## src/ncf_params.svh

```systemverilog
/*
 * Constants of the flag, return and skip execution unit: register offsets,
 * field positions, reset values and instruction codes.
 * Assumes it is included by bare name from the package and the testbench.
 */
`ifndef NCF_PARAMS_SVH
`define NCF_PARAMS_SVH

// Register offsets on the plain register port
`define NCF_REG_STATUS 3'h0
`define NCF_REG_CLEAR 3'h1
`define NCF_REG_ENABLE 3'h2
`define NCF_REG_CTRL 3'h3
`define NCF_REG_STATE 3'h4

// Event bit positions, shared by status, clear and enable
`define NCF_EV_EXT0 0
`define NCF_EV_EXT1 1
`define NCF_EV_CONV 2

// Control and state register fields
`define NCF_CTRL_POL 0
`define NCF_ST_CARRY 0
`define NCF_ST_BANK 1
`define NCF_ST_PORTC 2
`define NCF_ST_SP_LSB 4

// Widths
`define NCF_PC_W 14
`define NCF_SP_W 3
`define NCF_PORTD_W 10
`define NCF_PORTD_MAX 4'h9

// Reset values
`define NCF_RST_PC 14'h0000
`define NCF_RST_FLAGS 3'h0
`define NCF_RST_ENABLE 3'h0

// Instruction codes
`define NCF_OP_RBK 10'h040
`define NCF_OP_SBK 10'h041
`define NCF_OP_RC 10'h006
`define NCF_OP_SC 10'h007
`define NCF_OP_RCP 10'h28c
`define NCF_OP_SCP 10'h28d
`define NCF_OP_RD 10'h014
`define NCF_OP_SD 10'h015
`define NCF_OP_RT 10'h044
`define NCF_OP_RTS 10'h045
`define NCF_OP_RTI 10'h046
`define NCF_OP_SB 10'h05c
`define NCF_OP_SEA 10'h025
`define NCF_OP_SEA2 6'h07
`define NCF_OP_SKIP_IF_ACC_EQ_MEM 10'h026
`define NCF_OP_TEST_EXT0_REQUEST 10'h038
`define NCF_OP_TEST_EXT1_REQUEST 10'h039
`define NCF_OP_TEST_CONVERSION_DONE 10'h287
`define NCF_OP_TEST_EXT0_PIN_LEVEL 10'h03a

`endif

```

## src/ncf_pkg.sv

```systemverilog
/*
 * Types of the flag, return and skip execution unit.
 * Assumes ncf_params.svh is on the include path.
 */
`include "ncf_params.svh"

package ncf_pkg;

    // Sequencing phase of the unit
    typedef enum logic [1:0] {PH_RUN, PH_WAIT, PH_IMM} ncf_phase_t;

    // Whole state of the unit except the return stack
    typedef struct packed {
        ncf_phase_t phase;
        logic skip;
        logic imm_drop;
        logic carry;
        logic bank;
        logic port_c;
        logic [`NCF_PORTD_W-1:0] port_d;
        logic [`NCF_PC_W-1:0] pc;
        logic [`NCF_SP_W-1:0] sp;
        logic [2:0] flags;
        logic [2:0] int_en;
        logic pol;
        logic [3:0] sv_x;
        logic [3:0] sv_y;
        logic [1:0] sv_z;
        logic [3:0] sv_a;
        logic [3:0] sv_b;
        logic sv_carry;
        logic sv_skip;
        logic sv_nop;
        logic restore;
        logic mem_we;
        logic [3:0] mem_wdata;
        logic [7:0] rdata;
    } ncf_state_t;

endpackage

```

## src/ncf_exec.sv

```systemverilog
/*
 * Execution unit for bank select, carry, port C and D bits, memory bit set,
 * the three returns, compare skips and event flag skips of a 4-bit core.
 * Assumes fetch offers one word per cycle on a valid/ready pair, that the
 * data memory nibble at the data pointer is presented on i_mem_rdata, and
 * that interrupt entry and calls are signalled by the surrounding core.
 */
// Strobed register access and the register addresses were chosen for this implementation.
// Functional notes
// [RQ1] Bank clear selects lookup pages 0-63
// [RQ2] Bank set selects lookup pages 64-127
// [RQ3] Carry clear: one word, one cycle
// [RQ4] Carry set: one word, one cycle
// [RQ5] Port C cleared or set, one cycle
// [RQ6] Port D bit by Y, 0 to 9
// [RQ7] Plain return pops, two cycles
// [RQ8] Return pops and always skips, two cycles
// [RQ9] Interrupt return pops and restores saved context
// [RQ10] Set memory nibble bit given by immediate
// [RQ11] Two-word compare with immediate skips on equal
// [RQ12] Compare with memory nibble skips on equal
// [RQ13] Ext0 flag test skips, clears; enabled means no-op
// [RQ14] Ext1 flag test skips, clears; enabled means no-op
// [RQ15] Conversion flag test skips, clears; enabled means no-op
// [RQ16] Ext0 pin level test per polarity
// [RQ17] Skipped word has no effect, pc advances
`timescale 1ns/1ps
`default_nettype none

module ncf_exec
    import ncf_pkg::*;
#(
    parameter int STACK_DEPTH = 8 // Return stack entries
)(
    input wire logic i_mclk, // System clock, one machine cycle
    input wire logic i_sys_rst, // Async reset, active high
    input wire logic i_instr_valid, // Fetch offers a word
    input wire logic [9:0] i_instr, // Instruction word
    output logic o_instr_ready, // Unit takes the word this cycle
    input wire logic i_call, // Call: push pc, jump
    input wire logic [`NCF_PC_W-1:0] i_call_target, // Call destination
    input wire logic i_int_entry, // Interrupt entry: push pc, save context
    input wire logic [`NCF_PC_W-1:0] i_int_vector, // Interrupt destination
    input wire logic [3:0] i_acc, // Live register A
    input wire logic [3:0] i_regb, // Live register B
    input wire logic [3:0] i_x, // Live pointer X
    input wire logic [3:0] i_y, // Live pointer Y
    input wire logic [1:0] i_z, // Live pointer Z
    input wire logic i_nop_mode, // Live NOP-mode status
    input wire logic [3:0] i_mem_rdata, // Addressed memory nibble
    input wire logic i_ext0_event, // Ext0 request pulse
    input wire logic i_ext1_event, // Ext1 request pulse
    input wire logic i_conv_event, // Conversion done pulse
    input wire logic i_ext0_pin, // Ext0 pin level
    input wire logic [2:0] i_reg_addr, // Register address
    input wire logic [7:0] i_reg_wdata, // Register write data
    input wire logic i_reg_we, // Register write strobe
    input wire logic i_reg_re, // Register read strobe
    output logic [7:0] o_reg_rdata, // Read data, cycle after strobe
    output logic o_irq, // Level interrupt
    output logic [`NCF_PC_W-1:0] o_pc, // Program counter
    output logic o_page_bank_bit, // Lookup page bank
    output logic o_carry, // Carry flag
    output logic o_port_c, // Port C
    output logic [`NCF_PORTD_W-1:0] o_port_d, // Port D
    output logic o_mem_we, // Memory nibble write pulse
    output logic [3:0] o_mem_wdata, // Memory nibble write data
    output logic o_restore, // Context restore pulse
    output logic [3:0] o_rst_acc, // Restored A
    output logic [3:0] o_rst_regb, // Restored B
    output logic [3:0] o_rst_x, // Restored X
    output logic [3:0] o_rst_y, // Restored Y
    output logic [1:0] o_rst_z, // Restored Z
    output logic o_rst_nop // Restored NOP-mode status
);

    // Stack index must reach every entry
    initial
    begin
        if (STACK_DEPTH < 2 || STACK_DEPTH > (1 << `NCF_SP_W))
            $error("STACK_DEPTH out of range");
    end

    ncf_state_t q; // Registered state
    ncf_state_t d; // Next state
    logic [`NCF_PC_W-1:0] stack_q [STACK_DEPTH]; // Return addresses
    logic push_en; // Stack write this cycle
    logic [`NCF_SP_W-1:0] push_idx; // Stack slot written
    logic [`NCF_PC_W-1:0] push_val; // Address pushed
    logic take; // Word accepted
    logic exec; // Accepted word takes effect
    logic [2:0] flag_clr; // Flags cleared this cycle
    logic [2:0] flag_set; // Flags raised this cycle

    // Flag test: skip when the flag is up and its interrupt is off
    function automatic logic flag_skip(input logic flag, input logic en);
        flag_skip = flag && !en;
    endfunction

    // Ready drops during return second cycle and on entry or call
    assign o_instr_ready = (q.phase != PH_WAIT) && !i_int_entry && !i_call;
    assign take = i_instr_valid && o_instr_ready;
    assign exec = take && (q.phase == PH_RUN) && !q.skip;

    // Next state of the whole unit
    always_comb
    begin
        d = q;
        d.mem_we = 1'b0;
        d.restore = 1'b0;
        push_en = 1'b0;
        push_idx = q.sp + `NCF_SP_W'(1);
        push_val = q.pc;
        flag_clr = 3'h0;
        flag_set = {i_conv_event, i_ext1_event, i_ext0_event};
        if (q.phase == PH_WAIT)
        begin
            // Second machine cycle of a return
            d.phase = PH_RUN;
        end
        if (i_int_entry)
        begin
            // Entry takes priority; fetched word waits
            push_en = 1'b1;
            d.sp = push_idx;
            d.pc = i_int_vector;
            d.sv_x = i_x;
            d.sv_y = i_y;
            d.sv_z = i_z;
            d.sv_a = i_acc;
            d.sv_b = i_regb;
            d.sv_carry = q.carry;
            d.sv_skip = q.skip;
            d.sv_nop = i_nop_mode;
            d.skip = 1'b0;
        end
        else if (i_call)
        begin
            push_en = 1'b1;
            d.sp = push_idx;
            d.pc = i_call_target;
        end
        else if (take)
        begin
            d.pc = q.pc + `NCF_PC_W'(1);
            if (q.phase == PH_IMM)
            begin
                // Second word carries the immediate
                d.phase = PH_RUN;
                d.imm_drop = 1'b0;
                if (!q.imm_drop && i_instr[9:4] == `NCF_OP_SEA2 && i_instr[3:0] == i_acc)
                    d.skip = 1'b1; // [RQ11]
            end
            else if (q.skip)
            begin
                // Suppressed word: only the pc moves [RQ17]
                d.skip = 1'b0;
                if (i_instr == `NCF_OP_SEA)
                begin
                    // Drop the trailing immediate as well
                    d.phase = PH_IMM;
                    d.imm_drop = 1'b1;
                end
            end
            else if (i_instr[9:2] == `NCF_OP_SB >> 2)
            begin
                d.mem_we = 1'b1; // [RQ10]
                d.mem_wdata = i_mem_rdata | (4'h1 << i_instr[1:0]); // [RQ10]
            end
            else
            begin
                unique case (i_instr)
                    `NCF_OP_RBK: d.bank = 1'b0; // [RQ1]
                    `NCF_OP_SBK: d.bank = 1'b1; // [RQ2]
                    `NCF_OP_RC: d.carry = 1'b0; // [RQ3]
                    `NCF_OP_SC: d.carry = 1'b1; // [RQ4]
                    `NCF_OP_RCP: d.port_c = 1'b0; // [RQ5]
                    `NCF_OP_SCP: d.port_c = 1'b1; // [RQ5]
                    `NCF_OP_RD:
                    begin
                        // Y above 9 has no port bit and is ignored
                        if (i_y <= `NCF_PORTD_MAX)
                            d.port_d[i_y] = 1'b0; // [RQ6]
                    end
                    `NCF_OP_SD:
                    begin
                        if (i_y <= `NCF_PORTD_MAX)
                            d.port_d[i_y] = 1'b1; // [RQ6]
                    end
                    `NCF_OP_RT:
                    begin
                        d.pc = stack_q[q.sp]; // [RQ7]
                        d.sp = q.sp - `NCF_SP_W'(1); // [RQ7]
                        d.phase = PH_WAIT; // [RQ7]
                    end
                    `NCF_OP_RTS:
                    begin
                        d.pc = stack_q[q.sp]; // [RQ8]
                        d.sp = q.sp - `NCF_SP_W'(1); // [RQ8]
                        d.phase = PH_WAIT; // [RQ8]
                        d.skip = 1'b1; // [RQ8]
                    end
                    `NCF_OP_RTI:
                    begin
                        // Single cycle; core reloads from the restore pins
                        d.pc = stack_q[q.sp]; // [RQ9]
                        d.sp = q.sp - `NCF_SP_W'(1); // [RQ9]
                        d.carry = q.sv_carry; // [RQ9]
                        d.skip = q.sv_skip; // [RQ9]
                        d.restore = 1'b1; // [RQ9]
                    end
                    `NCF_OP_SEA:
                    begin
                        d.phase = PH_IMM; // [RQ11]
                        d.imm_drop = 1'b0;
                    end
                    `NCF_OP_SKIP_IF_ACC_EQ_MEM: d.skip = (i_acc == i_mem_rdata); // [RQ12]
                    `NCF_OP_TEST_EXT0_REQUEST:
                    begin
                        d.skip = flag_skip(q.flags[`NCF_EV_EXT0], q.int_en[`NCF_EV_EXT0]); // [RQ13]
                        flag_clr[`NCF_EV_EXT0] = d.skip; // [RQ13]
                    end
                    `NCF_OP_TEST_EXT1_REQUEST:
                    begin
                        d.skip = flag_skip(q.flags[`NCF_EV_EXT1], q.int_en[`NCF_EV_EXT1]); // [RQ14]
                        flag_clr[`NCF_EV_EXT1] = d.skip; // [RQ14]
                    end
                    `NCF_OP_TEST_CONVERSION_DONE:
                    begin
                        d.skip = flag_skip(q.flags[`NCF_EV_CONV], q.int_en[`NCF_EV_CONV]); // [RQ15]
                        flag_clr[`NCF_EV_CONV] = d.skip; // [RQ15]
                    end
                    `NCF_OP_TEST_EXT0_PIN_LEVEL: d.skip = (i_ext0_pin == q.pol); // [RQ16]
                    default: d.skip = 1'b0; // Other words belong elsewhere
                endcase
            end
        end
        // Register writes; software clear of a status bit
        if (i_reg_we)
        begin
            unique case (i_reg_addr)
                `NCF_REG_CLEAR: flag_clr = flag_clr | i_reg_wdata[2:0];
                `NCF_REG_ENABLE: d.int_en = i_reg_wdata[2:0];
                `NCF_REG_CTRL: d.pol = i_reg_wdata[`NCF_CTRL_POL];
                default: d.pol = d.pol; // Read-only or unmapped: ignored
            endcase
        end
        // A new event beats a clear in the same cycle
        d.flags = (q.flags & ~flag_clr) | flag_set;
        // Read data stands in the cycle after the strobe only
        d.rdata = 8'h00;
        if (i_reg_re)
        begin
            unique case (i_reg_addr)
                `NCF_REG_STATUS: d.rdata = {5'h00, q.flags};
                `NCF_REG_ENABLE: d.rdata = {5'h00, q.int_en};
                `NCF_REG_CTRL: d.rdata = {7'h00, q.pol};
                `NCF_REG_STATE: d.rdata = {1'b0, q.sp, 1'b0, q.port_c, q.bank, q.carry};
                default: d.rdata = 8'h00; // Clear register and holes read zero
            endcase
        end
    end

    // State register
    always_ff @(posedge i_mclk or posedge i_sys_rst)
    begin
        if (i_sys_rst)
        begin
            q <= '0;
            q.pc <= `NCF_RST_PC;
            q.flags <= `NCF_RST_FLAGS;
            q.int_en <= `NCF_RST_ENABLE;
        end
        else
        begin
            q <= d;
        end
    end

    // Return stack; contents need no reset, the index guards them
    always_ff @(posedge i_mclk)
    begin
        if (push_en)
            stack_q[push_idx] <= push_val;
    end

    assign o_reg_rdata = q.rdata;
    assign o_irq = |(q.flags & q.int_en);
    assign o_pc = q.pc;
    assign o_page_bank_bit = q.bank;
    assign o_carry = q.carry;
    assign o_port_c = q.port_c;
    assign o_port_d = q.port_d;
    assign o_mem_we = q.mem_we;
    assign o_mem_wdata = q.mem_wdata;
    assign o_restore = q.restore;
    assign o_rst_acc = q.sv_a;
    assign o_rst_regb = q.sv_b;
    assign o_rst_x = q.sv_x;
    assign o_rst_y = q.sv_y;
    assign o_rst_z = q.sv_z;
    assign o_rst_nop = q.sv_nop;

    // Checks of the execution behaviour
    property p_bank_clr; // [RQ1]
        @(posedge i_mclk) disable iff (i_sys_rst)
        exec && i_instr == `NCF_OP_RBK |=> !o_page_bank_bit;
    endproperty
    a_bank_clr: assert property (p_bank_clr) else $error("bank not cleared"); // [RQ1]

    property p_bank_set; // [RQ2]
        @(posedge i_mclk) disable iff (i_sys_rst)
        exec && i_instr == `NCF_OP_SBK |=> o_page_bank_bit && !q.skip;
    endproperty
    a_bank_set: assert property (p_bank_set) else $error("bank not set"); // [RQ2]

    property p_carry_clr; // [RQ3]
        @(posedge i_mclk) disable iff (i_sys_rst)
        exec && i_instr == `NCF_OP_RC |=> !o_carry && o_instr_ready && $stable(o_port_d);
    endproperty
    a_carry_clr: assert property (p_carry_clr) else $error("carry clear wrong"); // [RQ3]

    property p_carry_set; // [RQ4]
        @(posedge i_mclk) disable iff (i_sys_rst)
        exec && i_instr == `NCF_OP_SC |=> o_carry && !q.skip && o_instr_ready;
    endproperty
    a_carry_set: assert property (p_carry_set) else $error("carry set wrong"); // [RQ4]

    property p_port_c; // [RQ5]
        @(posedge i_mclk) disable iff (i_sys_rst)
        exec && (i_instr == `NCF_OP_RCP || i_instr == `NCF_OP_SCP)
        |=> o_port_c == $past(i_instr[0]);
    endproperty
    a_port_c: assert property (p_port_c) else $error("port C wrong"); // [RQ5]

    property p_port_d; // [RQ6]
        @(posedge i_mclk) disable iff (i_sys_rst)
        exec && i_instr == `NCF_OP_SD && i_y <= `NCF_PORTD_MAX |=> o_port_d[$past(i_y)];
    endproperty
    a_port_d: assert property (p_port_d) else $error("port D bit not set"); // [RQ6]

    property p_ret_plain; // [RQ7]
        @(posedge i_mclk) disable iff (i_sys_rst)
        exec && i_instr == `NCF_OP_RT
        |=> !o_instr_ready && q.sp == $past(q.sp) - `NCF_SP_W'(1);
    endproperty
    a_ret_plain: assert property (p_ret_plain) else $error("return timing wrong"); // [RQ7]

    property p_ret_skip; // [RQ8]
        @(posedge i_mclk) disable iff (i_sys_rst)
        exec && i_instr == `NCF_OP_RTS |=> q.skip && q.phase == PH_WAIT ##1 q.phase == PH_RUN;
    endproperty
    a_ret_skip: assert property (p_ret_skip) else $error("return skip wrong"); // [RQ8]

    property p_ret_int; // [RQ9]
        @(posedge i_mclk) disable iff (i_sys_rst)
        exec && i_instr == `NCF_OP_RTI |=> o_restore && o_carry == q.sv_carry ##1 !o_restore;
    endproperty
    a_ret_int: assert property (p_ret_int) else $error("interrupt return wrong"); // [RQ9]

    property p_set_bit; // [RQ10]
        @(posedge i_mclk) disable iff (i_sys_rst)
        exec && i_instr[9:2] == `NCF_OP_SB >> 2
        |=> o_mem_we && o_mem_wdata == ($past(i_mem_rdata) | (4'h1 << $past(i_instr[1:0])));
    endproperty
    a_set_bit: assert property (p_set_bit) else $error("memory bit wrong"); // [RQ10]

    property p_cmp_imm; // [RQ11]
        @(posedge i_mclk) disable iff (i_sys_rst)
        exec && i_instr == `NCF_OP_SEA ##1 take && i_instr[9:4] == `NCF_OP_SEA2
        |=> q.skip == ($past(i_instr[3:0]) == $past(i_acc));
    endproperty
    a_cmp_imm: assert property (p_cmp_imm) else $error("immediate compare wrong"); // [RQ11]

    property p_cmp_mem; // [RQ12]
        @(posedge i_mclk) disable iff (i_sys_rst)
        exec && i_instr == `NCF_OP_SKIP_IF_ACC_EQ_MEM |=> q.skip == ($past(i_acc) == $past(i_mem_rdata));
    endproperty
    a_cmp_mem: assert property (p_cmp_mem) else $error("memory compare wrong"); // [RQ12]

    property p_ext0; // [RQ13]
        @(posedge i_mclk) disable iff (i_sys_rst)
        exec && i_instr == `NCF_OP_TEST_EXT0_REQUEST && !i_ext0_event
        |=> q.skip == $past(q.flags[0] && !q.int_en[0]) && (!q.skip || !q.flags[0]);
    endproperty
    a_ext0: assert property (p_ext0) else $error("ext0 test wrong"); // [RQ13]

    property p_ext1; // [RQ14]
        @(posedge i_mclk) disable iff (i_sys_rst)
        exec && i_instr == `NCF_OP_TEST_EXT1_REQUEST && q.int_en[`NCF_EV_EXT1] |=> !q.skip;
    endproperty
    a_ext1: assert property (p_ext1) else $error("ext1 no-op wrong"); // [RQ14]

    property p_conv; // [RQ15]
        @(posedge i_mclk) disable iff (i_sys_rst)
        exec && i_instr == `NCF_OP_TEST_CONVERSION_DONE && q.flags[2] && !q.int_en[2] && !i_conv_event
        |=> q.skip && !q.flags[`NCF_EV_CONV];
    endproperty
    a_conv: assert property (p_conv) else $error("conversion test wrong"); // [RQ15]

    property p_pin; // [RQ16]
        @(posedge i_mclk) disable iff (i_sys_rst)
        exec && i_instr == `NCF_OP_TEST_EXT0_PIN_LEVEL |=> q.skip == ($past(i_ext0_pin) == $past(q.pol));
    endproperty
    a_pin: assert property (p_pin) else $error("pin test wrong"); // [RQ16]

    property p_suppress; // [RQ17]
        @(posedge i_mclk) disable iff (i_sys_rst)
        take && q.skip && q.phase == PH_RUN && !i_int_entry && !i_call
        |=> o_pc == $past(o_pc) + `NCF_PC_W'(1) && !o_mem_we && !o_restore && $stable(o_carry);
    endproperty
    a_suppress: assert property (p_suppress) else $error("skipped word took effect"); // [RQ17]

endmodule

`default_nettype wire

```

## config.mk

```make
export PLATFORM = sky130hd
export DESIGN_NAME = ncf_exec
export DESIGN_NICKNAME = d
export VERILOG_FILES = /design/src/ncf_pkg.sv /design/src/ncf_exec.sv
export VERILOG_INCLUDE_DIRS = /design/src /design/src/src
export SDC_FILE = /design/constraint.sdc
export NUM_CORES = 1
export LEC_CHECK = 0
export CAP_MARGIN = 20
export CORE_UTILIZATION = 50
export DETAILED_ROUTE_END_ITERATION = 12
export DONT_BUFFER_PORTS = 1
export PLACE_DENSITY_LB_ADDON = 0.1
export SLEW_MARGIN = 10
export SYNTH_ARGS = -nofsm -noshare
export SYNTH_HDL_FRONTEND = slang
export SYNTH_SLANG_ARGS = --single-unit
```

## constraint.sdc

```tcl
create_clock -name i_mclk -period 4.5 [get_ports i_mclk]
set_clock_uncertainty 0.05 [all_clocks]
set_input_delay 0.225 -clock i_mclk [delete_from_list [all_inputs] [get_ports i_mclk]]
set_output_delay 0.225 -clock i_mclk [all_outputs]
set_load 0.1 [all_outputs]
```

==> out/metrics.cfg <==
[timing]
post-route-period-util_pct = 70.85
max_freq_mhz = 313.6
relSlewSlack_pct = 31.83
worst_pin_slew_ns = 1.021
maxSlewViolCount = 0
finalSetupViolations = 0
tns_ns = 0
rsz0062_at_grt = no
hold_violations = 0
period_minus_slack_ns = 3.188

[logic_synthesis]
yosys.area_share.simple_pct = 11.82
synth_area_leaders = edfxtp_1 (38%), dfrtp_1 (21%), mux4_2 (7.2%), buf_4 (4.7%), mux2_2 (4.5%)
synth_top_area_cell = edfxtp_1
synth-xor-area-share_pct = 2.488
yosysSeqAreaShare_pct = 59.26
synth_ff_type = edfxtp_1
synth_top_family_by_area = multiplexers
synth_cell_types = 64
synth_compound_area_share_pct = 6.029
syn_area_um2 = 8800
synth_mux_area_share_pct = 13.28
yosys.area_share.adder_pct = 0.4266
synth_edf_count = 112
syn_avg_cell_area_um2 = 13.50
synth_seq_cells = 186
async_flop_share_pct = 39.78
yosysTopAreaCellShare_pct = 38.22
synth_cells = 652
synth_warnings = 0

[global_route]
grt_max_degree = 42
track_usage_pct = 24.19
grt_pass1_vias = 5738
grt-ovfl-total = 0
grt_first_pass_wirelength_mm = 32.50
antenna_found_initial = 0

[layout]
final_common_cell = edfxtp_1
nets = 781
synthToLayoutAreaGrowth_pct = 16.02
final_cell_mix = edfxtp_1 (112), dlygate4sd3_1 (80), dfrtp_1 (73)
finalInstanceArea_um2 = 10210
antenna_cells = 0
drive_above_1_share_pct = 19.63

[floorplan]
start_util_pct = 51.05
die_x_um = 134.7
die-area_um2 = 18130
num_rows = 48
ios = 145
die_h_um = 134.7
fp.coreArea_um2 = 17240

[placement]
numPortBuffers = 0
gp_congestion = 0.8187
dpl_cell_area_um2 = 8771
dpl.hpwl_mm = 13.55

[routing]
routed_wl_mm = 21.03
drt_iter0_drc = 403
drcViolationCount = 0
wl_per_cell_um = 22.53
routed_via_density = 5.943
dr_total_vias = 5545
ant_nets = 0
drtPass1Iterations = 5

[clock_tree]
clkTransAtPathRegs_ns = 0.07
root_buffer = clkbuf_16
cts_tree = yes
cts_inserted_buffers = 17
clock_sinks = 186
clockBufferDepth = 2
post-cts-setup-buffers = 0
insertion_delay_ns = 0.43
h-tree-depth = 4

[worst_setup_path]
worst_setup_path_start_kind = flop
worstPathArrival_ns = 3.44
startpoint = q[43]
cp-endpoint = o_pc[0]
end_kind = flop
rr_worst_depth = 7
worstSetupPathType = reg2reg
ff2ff_setup_slack_ns = 1.31
required_ns = 4.76
r2r_start = q[43]
worstPathMaxFanout = 17
r2r_end = o_pc[0]

[pwr]
p_per_area_nw_per_um2 = 550.1
power_leakage_nw = 3.762
max-vdd-ir-drop_mv = 0.3138

[worst_hold_path]
min_path_type = in2reg
holdCritStartpoint = i_int_vector[7]

[run]
drv_cap = 0

[run_status]
outcome = complete, no violations

==> through the flow <==
stage / utilization (%) / setup WS, ns / total power, mW / hold slack (ns) / cells
after detailed placement: 50.89 / 1.457 / 4.040 / 0.1957 / 819
after global routing: 59.23 / 1.203 / 5.842 / 0.02155 / 933
after CTS: 59.05 / 1.289 / 5.648 / 0.001966 / 931
after floorplan: - / 1.003 / 3.644 / 0.2801 / 653
final: 59.23 / 1.312 / 5.616 / 0.01383 / 933
after global placement: 50.89 / 1.564 / 3.998 / 0.1765 / 819
==> synthesized netlist by cell type, drive strengths merged (8+ instances only) <==
library cell	number
nor2b	13
o21ai	14
nand2	43
mux2i	11
inv	11
xnor2	18
dfrtp	74
mux4	28
nor2	41
a21oi	10
mux2	38
nand3	13
nand4	11
clkbuf	22
a221oi	8
nor3	15
buf	64
edfxtp	112
==> final cells by class <==
class                           count  area, um^2
Inverter                           11       42.54
Multi-Input combinational cell    370        3028
Clock inverter                      9       138.9
Tap cell                          225       281.5
Clock buffer                       23       467.9
Sequential cell                   186        5216
Fill cell                        1356        7027
Timing Repair Buffer              109        1035
==> report_power, final <==
| group | switching, mW | internal (mW) |
|---|---|---|
| Sequential | 0.324 | 2.26 |
| Clock | 0.637 | 0.910 |
| Combinational | 0.858 | 0.630 |
| Total | 1.82 | 3.80 |
==> per-layer routing <==
layer | vias to the layer above | track usage [%] | share of wire [%]
li1 | 2486 | - | -
met1 | 2834 | 32.46 | 42
met2 | 197 | 39.49 | 50
met3 | 28 | 5.255 | 5.8
met4 | 0 | 7.553 | 1.5
met5 | - | 0 | 0
==> registers in the layout, summed over array words and instances, names as in the netlist, 2 cells and up, named ones only <==
register and flops:
stack_q 112, q 16, o_pc 14, o_reg_rdata 6
o_mem_wdata 4, o_rst_acc 4, o_rst_regb 4, o_rst_x 4
o_rst_y 4, o_rst_z 2
==> worst max-delay path: stages, from the launching register on <==
cell,delay [ns]
dfrtp_1,0.90
buf_4,0.41
mux4_2,0.53
nor2_1,0.14
nor3_1,0.07
a222oi_1,0.32
dlygate4sd3_1,0.58
o21ai_0,0.07
==> kinds of logic after synthesis <==
family                     after synthesis
muxes                                   77
xor gates and xnor gates                25
DFF                                    186
other                                    1
adders and majority gates                3
AOI/OAI and AO/OA                       76
and+or+nand+nor                        187
buffers and inverters                   97
==> repair_timing <==
item                                   4_1_cts  5_1_grt
endpoints found under the hold margin       97        0
hold buffers                                80        0
gates resized for setup                      0        0
==> worst min path at each step <==
stage | to | slack [ns] | cells after the start
2_1_floorplan | q[39] | 0.28 | 1
3_3_place_gp | o_rst_x[2] | 0.18 | 1
3_5_place_dp | o_rst_x[1] | 0.20 | 1
4_1_cts | o_pc[7] | 0.002 | 2
5_1_grt | flop | 0.02 | 2
6_report | o_pc[7] | 0.01 | 2
(Power assumes the default switching activity.)
